### src/logic/pci_front_pkg.sv
// shared constants for the pci parity and config loader front end
// assumes one pci clock domain, active-low async reset
package pci_front_pkg;
  localparam int          CFG_BYTES      = 64;
  localparam int          CFG_WORDS      = 16;
  localparam logic [3:0]  CMD_INT_ACK    = 4'h0;
  localparam logic [3:0]  CMD_SPECIAL    = 4'h1;
  localparam logic [3:0]  CMD_IO_READ    = 4'h2;
  localparam logic [3:0]  CMD_IO_WRITE   = 4'h3;
  localparam logic [3:0]  CMD_MEM_READ   = 4'h6;
  localparam logic [3:0]  CMD_MEM_WRITE  = 4'h7;
  localparam logic [3:0]  CMD_CFG_READ   = 4'ha;
  localparam logic [3:0]  CMD_CFG_WRITE  = 4'hb;
  // three-wire eeprom read opcode: start bit then 2'b10
  localparam logic [2:0]  EE_OP_READ     = 3'h6;
  localparam int          EE_OP_BITS     = 3;
  localparam int          EE_ADDR_BITS   = 6;
  localparam int          EE_DATA_BITS   = 16;
  localparam int          EE_SHIFT_BITS  = 9;
  // eeprom serial clock half period minus one, in pci clocks (tick every 8)
  localparam logic [3:0]  EE_HALF_PERIOD = 4'h7;
  localparam logic [1:0]  ADDR_CFG_TYPE0 = 2'h0;
  localparam int          CFG_REG_LSB    = 2;
  localparam int          CFG_REG_MSB    = 5;
  // default config word used when the eeprom is disabled
  localparam logic [31:0] DEFAULT_ID     = 32'h12345678; // arbitrary value
  localparam logic [31:0] DEFAULT_CLASS  = 32'h07000000;
  localparam logic [31:0] DEFAULT_ZERO   = 32'h00000000;
  localparam int          IDX_ID         = 0;
  localparam int          IDX_CLASS      = 2;
  localparam int          IDX_INT_PIN    = 15;
  localparam logic [31:0] DEFAULT_INTPIN = 32'h00000100;
endpackage

### src/logic/eeprom_reader.sv
// serial eeprom word reader, one 16-bit word per request
// assumes a three-wire microwire style memory, msb first
`timescale 1ns/1ns
module eeprom_reader
  import pci_front_pkg::*;
(
  // clock and reset
  input  wire logic                    i_ref_clk,
  input  wire logic                    i_rst_n,
  input  wire logic                    i_clk_en,
  // request side
  input  wire logic                    i_start,
  input  wire logic [EE_ADDR_BITS-1:0] i_addr,
  output logic                         o_busy,
  output logic                         o_done,
  output logic [EE_DATA_BITS-1:0]      o_data,
  // eeprom pins
  output logic                         o_eeprom_select,
  output logic                         o_eeprom_serial_clock,
  output logic                         o_eeprom_serial_out,
  input  wire logic                    i_eeprom_serial_in
);
  typedef enum logic [1:0] {IDLE, SEND, RECV, FIN} ee_state_t;
  ee_state_t                ee_state_q;
  logic [3:0]               div_q;
  logic [4:0]               bit_q;
  logic [EE_SHIFT_BITS-1:0] cmd_q;
  logic                     tick;

  assign tick   = (div_q == EE_HALF_PERIOD);
  assign o_busy = (ee_state_q != IDLE);

  // half-period divider, keeps the memory clock well under its limit
  always_ff @(posedge i_ref_clk or negedge i_rst_n) begin
    if (!i_rst_n) begin
      div_q <= 4'h0;
    end else if (i_clk_en) begin
      div_q <= (tick || ee_state_q == IDLE) ? 4'h0 : div_q + 4'h1;
    end
  end

  // command shift then data capture on rising serial clock R16
  always_ff @(posedge i_ref_clk or negedge i_rst_n) begin
    if (!i_rst_n) begin
      ee_state_q            <= IDLE;
      bit_q                 <= 5'h00;
      cmd_q                 <= '0;
      o_data                <= '0;
      o_done                <= 1'b0;
      o_eeprom_select       <= 1'b0;
      o_eeprom_serial_clock <= 1'b0;
      o_eeprom_serial_out   <= 1'b0;
    end else if (i_clk_en) begin
      o_done <= 1'b0;
      case (ee_state_q)
        IDLE: begin
          if (i_start) begin
            // start bit set up before the first rising serial clock
            cmd_q               <= {EE_OP_READ, i_addr} << 1;
            bit_q               <= 5'(EE_SHIFT_BITS - 1);
            o_eeprom_serial_out <= EE_OP_READ[EE_OP_BITS-1];
            o_eeprom_select     <= 1'b1;
            ee_state_q      <= SEND;
          end
        end
        SEND: begin
          if (tick) begin
            o_eeprom_serial_clock <= ~o_eeprom_serial_clock;
            if (!o_eeprom_serial_clock) begin
              if (bit_q == 5'h00) begin
                bit_q      <= 5'(EE_DATA_BITS);
                ee_state_q <= RECV;
              end
            end else begin
              o_eeprom_serial_out <= cmd_q[EE_SHIFT_BITS-1];
              cmd_q               <= {cmd_q[EE_SHIFT_BITS-2:0], 1'b0};
              bit_q               <= bit_q - 5'h01;
            end
          end
        end
        RECV: begin
          if (tick) begin
            o_eeprom_serial_clock <= ~o_eeprom_serial_clock;
            o_eeprom_serial_out   <= 1'b0;
            if (!o_eeprom_serial_clock) begin
              o_data <= {o_data[EE_DATA_BITS-2:0], i_eeprom_serial_in};
              bit_q  <= bit_q - 5'h01;
              if (bit_q == 5'h01) begin
                ee_state_q <= FIN;
              end
            end
          end
        end
        FIN: begin
          if (tick) begin
            o_eeprom_serial_clock <= 1'b0;
            o_eeprom_select       <= 1'b0;
            o_done                <= 1'b1;
            ee_state_q            <= IDLE;
          end
        end
        default: ee_state_q <= IDLE;
      endcase
    end
  end
endmodule

### src/logic/pci_parity_cfg_loader.sv
// pci target front end: parity check/generate, config load from eeprom
// assumes pci signals synchronous to i_ref_clk, host keeps pci protocol
//
// Overview of operation
// data parity errors on perr, not special
// perr held low at least one clock
// address parity error pulls serr low; the code checks address parity only on address phases with idsel high
// even parity over ad and cbe
// initiator gives address parity next clock
// data parity one clock after irdy/trdy
// cbe decoded as command in address phase
// cbe bit n enables byte lane n
// inta low while enabled interrupt pending
// load 64 config bytes from eeprom in order
// drive select, clock, data out, sample data in
// eeprom enable is active high, pulled up
// enable low loads built-in defaults
// reset returns all state, floats ad and serr; cfg_mem has no reset, the loader rewrites it
// config cycles accepted only with idsel
// conventional three-wire read command sequence
// retry config reads until load done
`timescale 1ns/1ns
module pci_parity_cfg_loader
  import pci_front_pkg::*;
(
  // clock, reset, enable
  input  wire logic        i_ref_clk,
  input  wire logic        i_rst_n,
  input  wire logic        i_clk_en,
  // pci bus inputs
  input  wire logic        i_frame_n,
  input  wire logic        i_irdy_n,
  input  wire logic        i_idsel,
  input  wire logic [31:0] i_ad,
  input  wire logic [3:0]  i_cbe_n,
  input  wire logic        i_par,
  // pci bus outputs with enables
  output logic [31:0]      o_ad,
  output logic             o_ad_oe,
  output logic             o_par,
  output logic             o_par_oe,
  output logic             o_trdy_n,
  output logic             o_stop_n,
  output logic             o_devsel_n,
  output logic             o_target_oe,
  output logic             o_perr_n,
  output logic             o_perr_oe,
  output logic             o_serr_oe,
  output logic             o_inta_oe,
  // interrupt sources from the uart and printer side
  input  wire logic        i_irq_pending,
  input  wire logic        i_irq_enable,
  // config write data toward the function registers
  output logic             o_cfg_wr,
  output logic [3:0]       o_cfg_wr_idx,
  output logic [31:0]      o_cfg_wr_data,
  output logic [3:0]       o_cfg_wr_be,
  output logic             o_load_done,
  // eeprom pins
  input  wire logic        i_eeprom_use_enable,
  output logic             o_eeprom_select,
  output logic             o_eeprom_serial_clock,
  output logic             o_eeprom_serial_out,
  input  wire logic        i_eeprom_serial_in
);
  typedef enum logic [2:0] {T_IDLE, T_DATA, T_TURN, T_RETRY, T_WAIT}
    tgt_state_t;
  typedef enum logic [1:0] {L_START, L_ISSUE, L_WAIT, L_DONE} ld_state_t;

  // even parity over ad and cbe
  function automatic logic even_par(input logic [31:0] ad,
                                    input logic [3:0] cbe);
    even_par = ^{ad, cbe};
  endfunction

  // merge byte lanes under active-low enables
  function automatic logic [31:0] lane_merge(input logic [31:0] old_w,
                                             input logic [31:0] new_w,
                                             input logic [3:0] be_n);
    for (int i = 0; i < 4; i++) begin
      lane_merge[i*8 +: 8] = be_n[i] ? old_w[i*8 +: 8] : new_w[i*8 +: 8];
    end
  endfunction

  tgt_state_t   tgt_q;
  ld_state_t    ld_q;
  logic [31:0]  cfg_mem [CFG_WORDS];
  logic [3:0]   cmd_q;
  logic [3:0]   idx_q;
  logic         is_read_q;
  logic         addr_chk_q;
  logic [31:0]  addr_ad_q;
  logic [3:0]   addr_cbe_q;
  logic         wr_chk_q;
  logic [31:0]  wr_ad_q;
  logic [3:0]   wr_cbe_q;
  logic         frame_n_q;
  logic         perr_hold_q;
  logic [4:0]   word_q;
  logic         ee_start;
  logic         ee_done;
  logic [15:0]  ee_data;
  logic         hi_half_q;
  logic         addr_phase;
  logic         cfg_hit;
  logic         data_xfer;
  logic [3:0]   cmd_now;

  assign addr_phase = (tgt_q == T_IDLE) && frame_n_q && !i_frame_n;
  assign cmd_now    = i_cbe_n;
  assign cfg_hit    = addr_phase && i_idsel &&
                      (i_ad[1:0] == ADDR_CFG_TYPE0) &&
                      (cmd_now == CMD_CFG_READ || cmd_now == CMD_CFG_WRITE);
  assign data_xfer  = (tgt_q == T_DATA) && !i_irdy_n && !o_trdy_n;

  // target sequencer: single data phase, disconnect with data
  always_ff @(posedge i_ref_clk or negedge i_rst_n) begin
    if (!i_rst_n) begin
      tgt_q       <= T_IDLE;
      cmd_q       <= 4'h0;
      idx_q       <= 4'h0;
      is_read_q   <= 1'b0;
      o_trdy_n    <= 1'b1;
      o_stop_n    <= 1'b1;
      o_devsel_n  <= 1'b1;
      o_target_oe <= 1'b0;
      o_ad_oe     <= 1'b0;
    end else if (i_clk_en) begin
      case (tgt_q)
        T_IDLE: begin
          if (cfg_hit) begin
            cmd_q       <= cmd_now;
            idx_q       <= i_ad[CFG_REG_MSB:CFG_REG_LSB];
            is_read_q   <= (cmd_now == CMD_CFG_READ);
            o_devsel_n  <= 1'b0;
            o_target_oe <= 1'b1;
            if (!o_load_done) begin
              // no data until the loader finished
              o_stop_n <= 1'b0;
              tgt_q    <= T_RETRY;
            end else begin
              o_trdy_n <= 1'b0;
              o_stop_n <= 1'b0;
              o_ad_oe  <= (cmd_now == CMD_CFG_READ);
              tgt_q    <= T_DATA;
            end
          end
        end
        T_DATA: begin
          if (data_xfer) begin
            o_trdy_n   <= 1'b1;
            o_devsel_n <= 1'b1;
            o_stop_n   <= i_frame_n;
            o_ad_oe    <= 1'b0;
            tgt_q      <= i_frame_n ? T_TURN : T_WAIT;
          end
        end
        T_RETRY: begin
          if (!i_irdy_n) begin
            o_devsel_n <= 1'b1;
            o_stop_n   <= i_frame_n;
            tgt_q      <= i_frame_n ? T_TURN : T_WAIT;
          end
        end
        T_WAIT: begin
          // stop stays low until the initiator drops frame
          if (i_frame_n) begin
            o_stop_n <= 1'b1;
            tgt_q    <= T_TURN;
          end
        end
        T_TURN: begin
          o_target_oe <= 1'b0;
          o_stop_n    <= 1'b1;
          tgt_q       <= T_IDLE;
        end
        default: tgt_q <= T_IDLE;
      endcase
    end
  end

  // read data alongside trdy, its parity one clock behind
  always_ff @(posedge i_ref_clk or negedge i_rst_n) begin
    if (!i_rst_n) begin
      o_ad     <= 32'h00000000;
      o_par    <= 1'b0;
      o_par_oe <= 1'b0;
    end else if (i_clk_en) begin
      o_ad     <= cfg_mem[cfg_hit ? i_ad[CFG_REG_MSB:CFG_REG_LSB] : idx_q];
      o_par    <= even_par(o_ad, i_cbe_n);
      o_par_oe <= o_ad_oe;
    end
  end

  // capture address and write data for checking next clock
  always_ff @(posedge i_ref_clk or negedge i_rst_n) begin
    if (!i_rst_n) begin
      frame_n_q  <= 1'b1;
      addr_chk_q <= 1'b0;
      addr_ad_q  <= 32'h00000000;
      addr_cbe_q <= 4'h0;
      wr_chk_q   <= 1'b0;
      wr_ad_q    <= 32'h00000000;
      wr_cbe_q   <= 4'h0;
    end else if (i_clk_en) begin
      frame_n_q  <= i_frame_n; // burst data phases are not addresses
      addr_chk_q <= addr_phase && i_idsel;
      addr_ad_q  <= i_ad;
      addr_cbe_q <= i_cbe_n;
      // check every write data phase we claimed, special cycles excluded
      wr_chk_q   <= data_xfer && !is_read_q &&
                    (cmd_q != CMD_SPECIAL);
      wr_ad_q    <= i_ad;
      wr_cbe_q   <= i_cbe_n;
    end
  end

  // perr and serr drive, perr held two clocks for a full low period
  always_ff @(posedge i_ref_clk or negedge i_rst_n) begin
    if (!i_rst_n) begin
      o_perr_n    <= 1'b1;
      o_perr_oe   <= 1'b0;
      perr_hold_q <= 1'b0;
      o_serr_oe   <= 1'b0;
    end else if (i_clk_en) begin
      if (wr_chk_q && (even_par(wr_ad_q, wr_cbe_q) != i_par)) begin
        o_perr_n    <= 1'b0;
        o_perr_oe   <= 1'b1;
        perr_hold_q <= 1'b1;
      end else if (perr_hold_q) begin
        perr_hold_q <= 1'b0;
      end else begin
        o_perr_n  <= 1'b1;
        o_perr_oe <= !o_perr_n; // drive high one clock before release
      end
      o_serr_oe <= addr_chk_q &&
                   (even_par(addr_ad_q, addr_cbe_q) != i_par);
    end
  end

  // open-drain interrupt, no latch so it follows the source
  always_ff @(posedge i_ref_clk or negedge i_rst_n) begin
    if (!i_rst_n) begin
      o_inta_oe <= 1'b0;
    end else if (i_clk_en) begin
      o_inta_oe <= i_irq_pending && i_irq_enable;
    end
  end

  // config write strobe with byte enables toward the function
  always_ff @(posedge i_ref_clk or negedge i_rst_n) begin
    if (!i_rst_n) begin
      o_cfg_wr      <= 1'b0;
      o_cfg_wr_idx  <= 4'h0;
      o_cfg_wr_data <= 32'h00000000;
      o_cfg_wr_be   <= 4'h0;
    end else if (i_clk_en) begin
      o_cfg_wr      <= data_xfer && !is_read_q;
      o_cfg_wr_idx  <= idx_q;
      o_cfg_wr_data <= i_ad;
      o_cfg_wr_be   <= ~i_cbe_n;
    end
  end

  // loader: eeprom words, two per config dword, low half first
  assign ee_start = (ld_q == L_ISSUE);
  always_ff @(posedge i_ref_clk or negedge i_rst_n) begin
    if (!i_rst_n) begin
      ld_q        <= L_START;
      word_q      <= 5'h00;
      hi_half_q   <= 1'b0;
      o_load_done <= 1'b0;
    end else if (i_clk_en) begin
      case (ld_q)
        L_START: begin
          // strap taken after reset release
          ld_q     <= i_eeprom_use_enable ? L_ISSUE : L_DONE;
        end
        L_ISSUE: ld_q <= L_WAIT;
        L_WAIT: begin
          if (ee_done) begin
            hi_half_q <= ~hi_half_q;
            if (hi_half_q) begin
              word_q <= word_q + 5'h01;
            end
            ld_q <= (hi_half_q && word_q == 5'(CFG_WORDS - 1)) ?
                    L_DONE : L_ISSUE;
          end
        end
        L_DONE: o_load_done <= 1'b1;
        default: ld_q <= L_DONE;
      endcase
    end
  end

  // config image: defaults, or filled from the eeprom
  always_ff @(posedge i_ref_clk) begin
    if (i_clk_en) begin
      if (ld_q == L_START && !i_eeprom_use_enable) begin
        for (int i = 0; i < CFG_WORDS; i++) begin
          cfg_mem[i] <= DEFAULT_ZERO;
        end
        cfg_mem[IDX_ID]      <= DEFAULT_ID;
        cfg_mem[IDX_CLASS]   <= DEFAULT_CLASS;
        cfg_mem[IDX_INT_PIN] <= DEFAULT_INTPIN;
      end else if (ld_q == L_WAIT && ee_done) begin
        if (hi_half_q) begin
          cfg_mem[word_q[3:0]][31:16] <= ee_data;
        end else begin
          cfg_mem[word_q[3:0]][15:0] <= ee_data;
        end
      end else if (o_cfg_wr && o_load_done) begin
        cfg_mem[o_cfg_wr_idx] <= lane_merge(cfg_mem[o_cfg_wr_idx],
                                            o_cfg_wr_data,
                                            ~o_cfg_wr_be);
      end
    end
  end

  eeprom_reader u_reader (
    .i_ref_clk             (i_ref_clk),
    .i_rst_n               (i_rst_n),
    .i_clk_en              (i_clk_en),
    .i_start               (ee_start),
    .i_addr                ({1'b0, word_q[3:0], hi_half_q}),
    .o_busy                (),
    .o_done                (ee_done),
    .o_data                (ee_data),
    .o_eeprom_select       (o_eeprom_select),
    .o_eeprom_serial_clock (o_eeprom_serial_clock),
    .o_eeprom_serial_out   (o_eeprom_serial_out),
    .i_eeprom_serial_in    (i_eeprom_serial_in)
  );
endmodule

### config.mk
export PLATFORM = sky130hd
export DESIGN_NAME = pci_parity_cfg_loader
export DESIGN_NICKNAME = d
export VERILOG_FILES = /design/src/logic/pci_front_pkg.sv /design/src/logic/eeprom_reader.sv /design/src/logic/pci_parity_cfg_loader.sv
export SDC_FILE = /design/constraint.sdc
export NUM_CORES = 1
export LEC_CHECK = 0
export ABC_AREA = 1
export BUFFER_PORTS_ARGS = -buffer_cell sky130_fd_sc_hd__buf_4
export CORE_ASPECT_RATIO = 1.1
export CORE_MARGIN = 4
export CORE_UTILIZATION = 45
export CTS_BUF_LIST = sky130_fd_sc_hd__clkbuf_8
export DETAILED_ROUTE_END_ITERATION = 6
export SKIP_CTS_REPAIR_TIMING = 1
export SLEW_MARGIN = 20
export SYNTH_ARGS = -nofsm -noshare
export SYNTH_HDL_FRONTEND = slang
export SYNTH_SLANG_ARGS = --single-unit
### constraint.sdc
create_clock -name i_ref_clk -period 4.66 [get_ports i_ref_clk]
set_input_delay 0.466 -clock i_ref_clk [delete_from_list [all_inputs] [get_ports i_ref_clk]]
set_output_delay 0.466 -clock i_ref_clk [all_outputs]
set_load 0.1 [all_outputs]
# After elaboration in Yosys (flattened, before gate mapping)
# Memory sizes are Yosys's and may differ from the RTL's. A register that Yosys moved wholly into a read port is not among the register bits.
# Cells that the tools add are included.
dict set report op_classes {
  bitwise 7
  add_sub_neg 3
  eq_ne 39
  shifts 0
  order_cmp 0
  div_mod_pow 0
  mux 96
  n_reduce_logical 67
  multipliers 0
}
# op count
set op_table {}
lappend op_table {{$mux 32} 5}
lappend op_table {{$reduce_xor 36->1} 2}
lappend op_table {{$reduce_or 32->1} 2}
lappend op_table {{$mux 1} 42}
lappend op_table {{$mux 8} 4}
lappend op_table {{$mux 5} 6}
lappend op_table {{$mux 9} 3}
lappend op_table {{$mux 2} 13}
lappend op_table {{$mux 4} 5}
lappend op_table {{$reduce_and 5->1} 4}
lappend op_table {{$ne 2x1->1 const B} 9}
lappend op_table {{$pmux 9 s2} 1}
lappend op_table {{$logic_and 1x1->1} 16}
lappend op_table {{$ne 2x2->1 const B} 8}
lappend op_table {{$reduce_and 4->1} 4}
lappend op_table {{$mux 3} 5}
lappend op_table {{$pmux 5 s3} 1}
lappend op_table {{$reduce_and 2->1} 7}
lappend op_table {{$pmux 3 s4} 1}
lappend op_table {{$reduce_and 3->1} 4}
lappend op_table {{$reduce_and 6->1} 2}
lappend op_table {{$pmux 1 s2} 5}
lappend op_table {{$reduce_bool 2->1} 5}
lappend op_table {{$reduce_and 9->1} 1}
lappend op_table {{32 further kinds} 57}
dict set report totals {
  latch_bits 0
  in_bits 47
  rom_bits 0
  register_bits 121
  output_inout_bits 88
  n_memories 1
  mem_bits_rw 512
}
# name words word_bits rd rd_clocked_by_memory_dff write_ports line_no
set memory_table {}
lappend memory_table {cfg_mem 16 32 1 1 16 pci_parity_cfg_loader.sv:87} ;# logic [31:0] cfg_mem [CFG_WORDS];

# Depth between registers and ports, before layout
dict set report depth {
  depth_word 9
  depth_mapped 16
  depth_no_buf 15
}

# Hierarchy
# Synthesis repeated with hierarchy kept, for this count alone.
dict set report hier_totals {
  hier_cells 3903
  area_unflattened_um2 33557.2
}
# module seq_area_each_um2 cells_per_inst area_per_inst_um2 n_inst
set by_module_without_submodules {}
lappend by_module_without_submodules {pci_parity_cfg_loader 18208.7 3673 31526.5 1}
lappend by_module_without_submodules {eeprom_reader 975.9 230 2030.7 1}

# Least setup slack after synthesis
# Ideal clock, no wire load.
dict set report synth_timing {
  path_type {register -> register}
  from {register o_load_done}
  to {memory cfg_mem[1][0] (enable)}
  t_arrival_ns 2.801
  t_required_ns 4.331
  path_slack_ns 1.530
  stages_incl_launch_ff 11
  synth_period_minus_slack_ns 3.130
  path_cell_list {dfrtp_1 nand2_1 nor4_4 o21ai_2 nand2_1 buf_4 a21oi_4 nor2_8 buf_6 nand3_2 nand2_1}
}
# item line_no
set synth_rtl {}
lappend synth_rtl {{from (decl)} pci_parity_cfg_loader.sv:58} ;# output logic o_load_done,
lappend synth_rtl {{from (signal assigned)} pci_parity_cfg_loader.sv:272} ;# o_load_done <= 1'b0;
lappend synth_rtl {{from (signal assigned)} pci_parity_cfg_loader.sv:290} ;# L_DONE: o_load_done <= 1'b1;
lappend synth_rtl {{to (decl)} pci_parity_cfg_loader.sv:87}

==> run_results.csv <==
group,metric,value,unit
sta,fmax,0.273,GHz
final_layout,area_delta_synth_final,13.4,%
sta,min_period,3.66,ns
route,wl_met1,39900,um
worst_setup_path,crit_path_max_incr_delay,0.73,ns
min_path,min_to,"o_inta_oe$_DFFE_PN0P_",
sta,hold_viol,0,
clock_network,cts_tree,"done",
die,ioPinCount,135,
final_layout,fin_nets,4073,
worst_setup_path,path_max_fanout,17,
worst_setup_path,critical_path.top_delay_family,"simple AND/OR/NAND/NOR gates",
sta,rsz0062_at_grt,"no",
route,dr_wl_met2,46000,um
route,drcViolationCount,0,
worst_setup_path,slowest_stage,"nor2_4",
clock_network,h-tree-depth,3,
synthesis,synthCells,3868,
status,outcome,"completed",
synthesis,synth_cell_type_count,49,
worst_setup_path,worstSetupEndpointType,"flip-flop",
route,via_count,26189,
global_route,grt_pass1_vias,25191,
clock_network,clk_latency,0.71,ns
route,drt_first_pass_iters,5,
global_route,grt_first_pass_wirelength,147000,um
worst_setup_path,critPathRequiredTime,5.02,ns
worst_setup_path,r2r_slack,1.0,ns
synthesis,synth_flop_cell,"edfxtp_1",
route,wl_per_cell,19.1,um
clock_network,path_clk_slew,0.06,ns
synthesis,synth-seq-cells,664,
global_route,grt_overflow,0,
clock_network,cts-root-buf,"clkbuf_8",
min_path,hp-class,"in2reg",
synthesis,syn_nets,3933,
synthesis,async_flop_share,0.229,
route,ant_nets,0,
worst_setup_path,regToRegEndpoint,"cfg_mem[15][11]$_SDFFCE_PN0P_",
place,gp_congestion,0.842,
final_layout,design_area,37800,um^2
place,placed_area,35400,um^2
pwr,power.density,452,nW/um^2
die,dieArea,78500,um^2
min_path,min_from,"i_irq_enable",
synthesis,postSynthAreaPerCell,8.61,um^2
clock_network,cts_buffer_depth,3,
sta,post-route-period-util,0.785,
die,start_util,0.455,
sta,setup_viol,0,
sta,skew,0.0256,ns
job,drv_cap,0,
global_route,antenna_found_initial,1,
route,wl,96500,um
sta,fin_ws,1.00,ns
worst_setup_path,start_kind,"flip-flop",
synthesis,ys_seq_area_frac,0.576,
route,drt_iter0_markers,2070,
min_path,whs_path_depth,3,
synthesis,ys_warn_count,0,
clock_network,clock_sinks,664,
pwr,leakagePower,16.9,nW
worst_setup_path,r2r_start,"ld_q[0]$_DFFE_PN0P_",
synthesis,synth-edff-count,512,
synthesis,synth.area.top_cells,"edfxtp_1, dfrtp_1, nand2_1",
route,top_layer,"met4",
synthesis,yosys.area.top_type,"edfxtp_1",
die,core-area,73300,um^2
global_route,grt_max_degree,129,
sta,slew_headroom,0.235,
worst_setup_path,path_cells,"inv_1 > ha_1 > nand2_1 > clkinv_1 > nor4_4 > o21ai_2 > nand2_2 > a21oi_2 > nor2_4 > nand3_1 > nand2_1",
sta,hold_ws,0.00179,ns
die,fp.dieW,267,um
sta,finalMaxSlewViolations,0,
final_layout,fill_cells,6842,
worst_setup_path,crit_type,"reg2reg",
pwr,irDropWorstVdd,0.438,mV
route,viasPerCell,5.18,
place,place.port_buffers,134,
synthesis,yosys.area.top_type_share,0.461,
global_route,grtUsageTotal,0.244,
die,rows,104,
die,die_h,293,um
sta,setup_tns,0,ns
place,hpwl,60300,um
pwr,total_power,17.1,mW
place,place_ws,1.01,ns
route,wl_met3,7570,um
clock_network,cts_buffers,105,
final_layout,drive_above_1_share,0.113,
sta,tightest_slew,1.15,ns
worst_setup_path,arrival,4.02,ns
worst_setup_path,cp_common_cell,"nand2_1",
worst_setup_path,critPathBufInv,2,
worst_setup_path,ff2ff_path_depth,11,
synthesis,synth_area,33300,um^2
## flip-flops by register name, summed over array words and instances (netlist names), 5 cells and up
name and flops:
cfg_mem 512, o_ad 32, o_cfg_wr_data 32, u_reader.bit_q 5, u_reader.cmd_q 8, u_reader.o_data 16
word_q 5
## worst register-to-register path, cell delays in order, from the launching register on
cell	delay, ns
dfrtp_1	0.41
inv_1	0.08
ha_1	0.23
nand2_1	0.10
clkinv_1	0.10
nor4_4	0.36
o21ai_2	0.14
nand2_2	0.20
a21oi_2	0.14
nor2_4	0.73
nand3_1	0.45
nand2_1	0.40
## layout by cell type, fill, tap and decap left out, types with 5 or more instances in the layout
cell type | synthesis | layout
buf_12 | 0 | 9
clkinv_1 | 1 | 12
o21ai_0 | 77 | 75
dfstp_2 | 5 | 5
nand3_1 | 567 | 566
xor2_1 | 23 | 23
a21oi_2 | 1 | 21
clkbuf_8 | 0 | 122
dlygate4sd3_1 | 0 | 31
o211ai_1 | 7 | 7
nand2_1 | 921 | 917
nor3_1 | 5 | 5
dfrtp_1 | 147 | 147
nor2_4 | 5 | 5
xnor2_1 | 34 | 34
nand3_2 | 53 | 54
nor2_1 | 570 | 569
ha_1 | 18 | 18
edfxtp_1 | 512 | 512
a21oi_1 | 43 | 23
buf_4 | 30 | 191
clkinv_2 | 0 | 16
inv_1 | 627 | 666
## worst max-delay path by stage
stage	start	endpoint	slack (ns)	cells after the start
after floorplan	o_load_done$_DFFE_PN0P_	cfg_mem[1][0]$_SDFFCE_PN0P_	1.53	10
after global placement	ld_q[0]$_DFFE_PN0P_	cfg_mem[15][11]$_SDFFCE_PN0P_	1.07	11
after detailed placement	ld_q[0]$_DFFE_PN0P_	cfg_mem[15][10]$_SDFFCE_PN0P_	1.01	11
after CTS	ld_q[0]$_DFFE_PN0P_	cfg_mem[15][13]$_SDFFCE_PN0P_	1.0	11
after global routing	ld_q[0]$_DFFE_PN0P_	cfg_mem[15][10]$_SDFFCE_PN0P_	0.74	11
final	ld_q[0]$_DFFE_PN0P_	cfg_mem[15][11]$_SDFFCE_PN0P_	1.0	11
## metrics by stage
stage,cells,utilization
2_1_floorplan,3868,-
3_3_place_gp,4824,0.483
3_5_place_dp,4824,0.483
4_1_cts,5022,0.511
5_1_grt,5055,0.516
6_report,5055,0.516
## final cells by class
cell class / count / area [um^2] / share of cell area
clock buffer: 122 / 1680 / 0.0445
inverter: 633 / 2380 / 0.0630
tap: 954 / 1190 / 0.0316
timing repair buffer: 232 / 1940 / 0.0512
antenna: 2 / 5.00 / 0.000132
sequential: 664 / 19200 / 0.508
clock inverter: 76 / 414 / 0.0110
multi-input combinational: 2372 / 11000 / 0.291
## synthesized netlist by cell type (4+ instances only)
master    number
edfxtp_1     512
a31oi_1        4
nand3_2       53
buf_4         30
nand2_1      921
o22ai_1        4
nor2_4         5
inv_2          4
ha_1          18
nor2_1       570
dfrtp_1      147
o211ai_1       7
buf_2         40
nor3_1         5
a21oi_1       43
buf_1         20
nand3_1      567
xnor2_1       34
xor2_1        23
inv_1        627
dfstp_2        5
o21ai_0       77
clkbuf_1     107
## cells by family after synthesis
| group | Yosys count | synth area share |
|---|---|---|
| AO/OA/AOI/OAI | 160 | 0.0276 |
| XOR/XNOR | 57 | 0.0150 |
| adder cells (fa/ha/maj) | 18 | 0.00676 |
| buffers and inverters | 832 | 0.0991 |
| flip-flops | 664 | 0.576 |
| AND/OR/NAND/NOR | 2137 | 0.276 |
## power by group
part	internal, mW	leakage (nW)	switching (mW)
clock	2.56	1.22	2.42
combinational	1.19	9.00	3.51
sequential	6.99	6.68	0.417
## per-layer routing
layer  vias up  GRT usage
li1      12564          -
met1     12424      0.326
met2      1018      0.404
met3       183     0.0440
met4         0     0.0847
met5         -          0
Power figures use the tool's default switching activity.
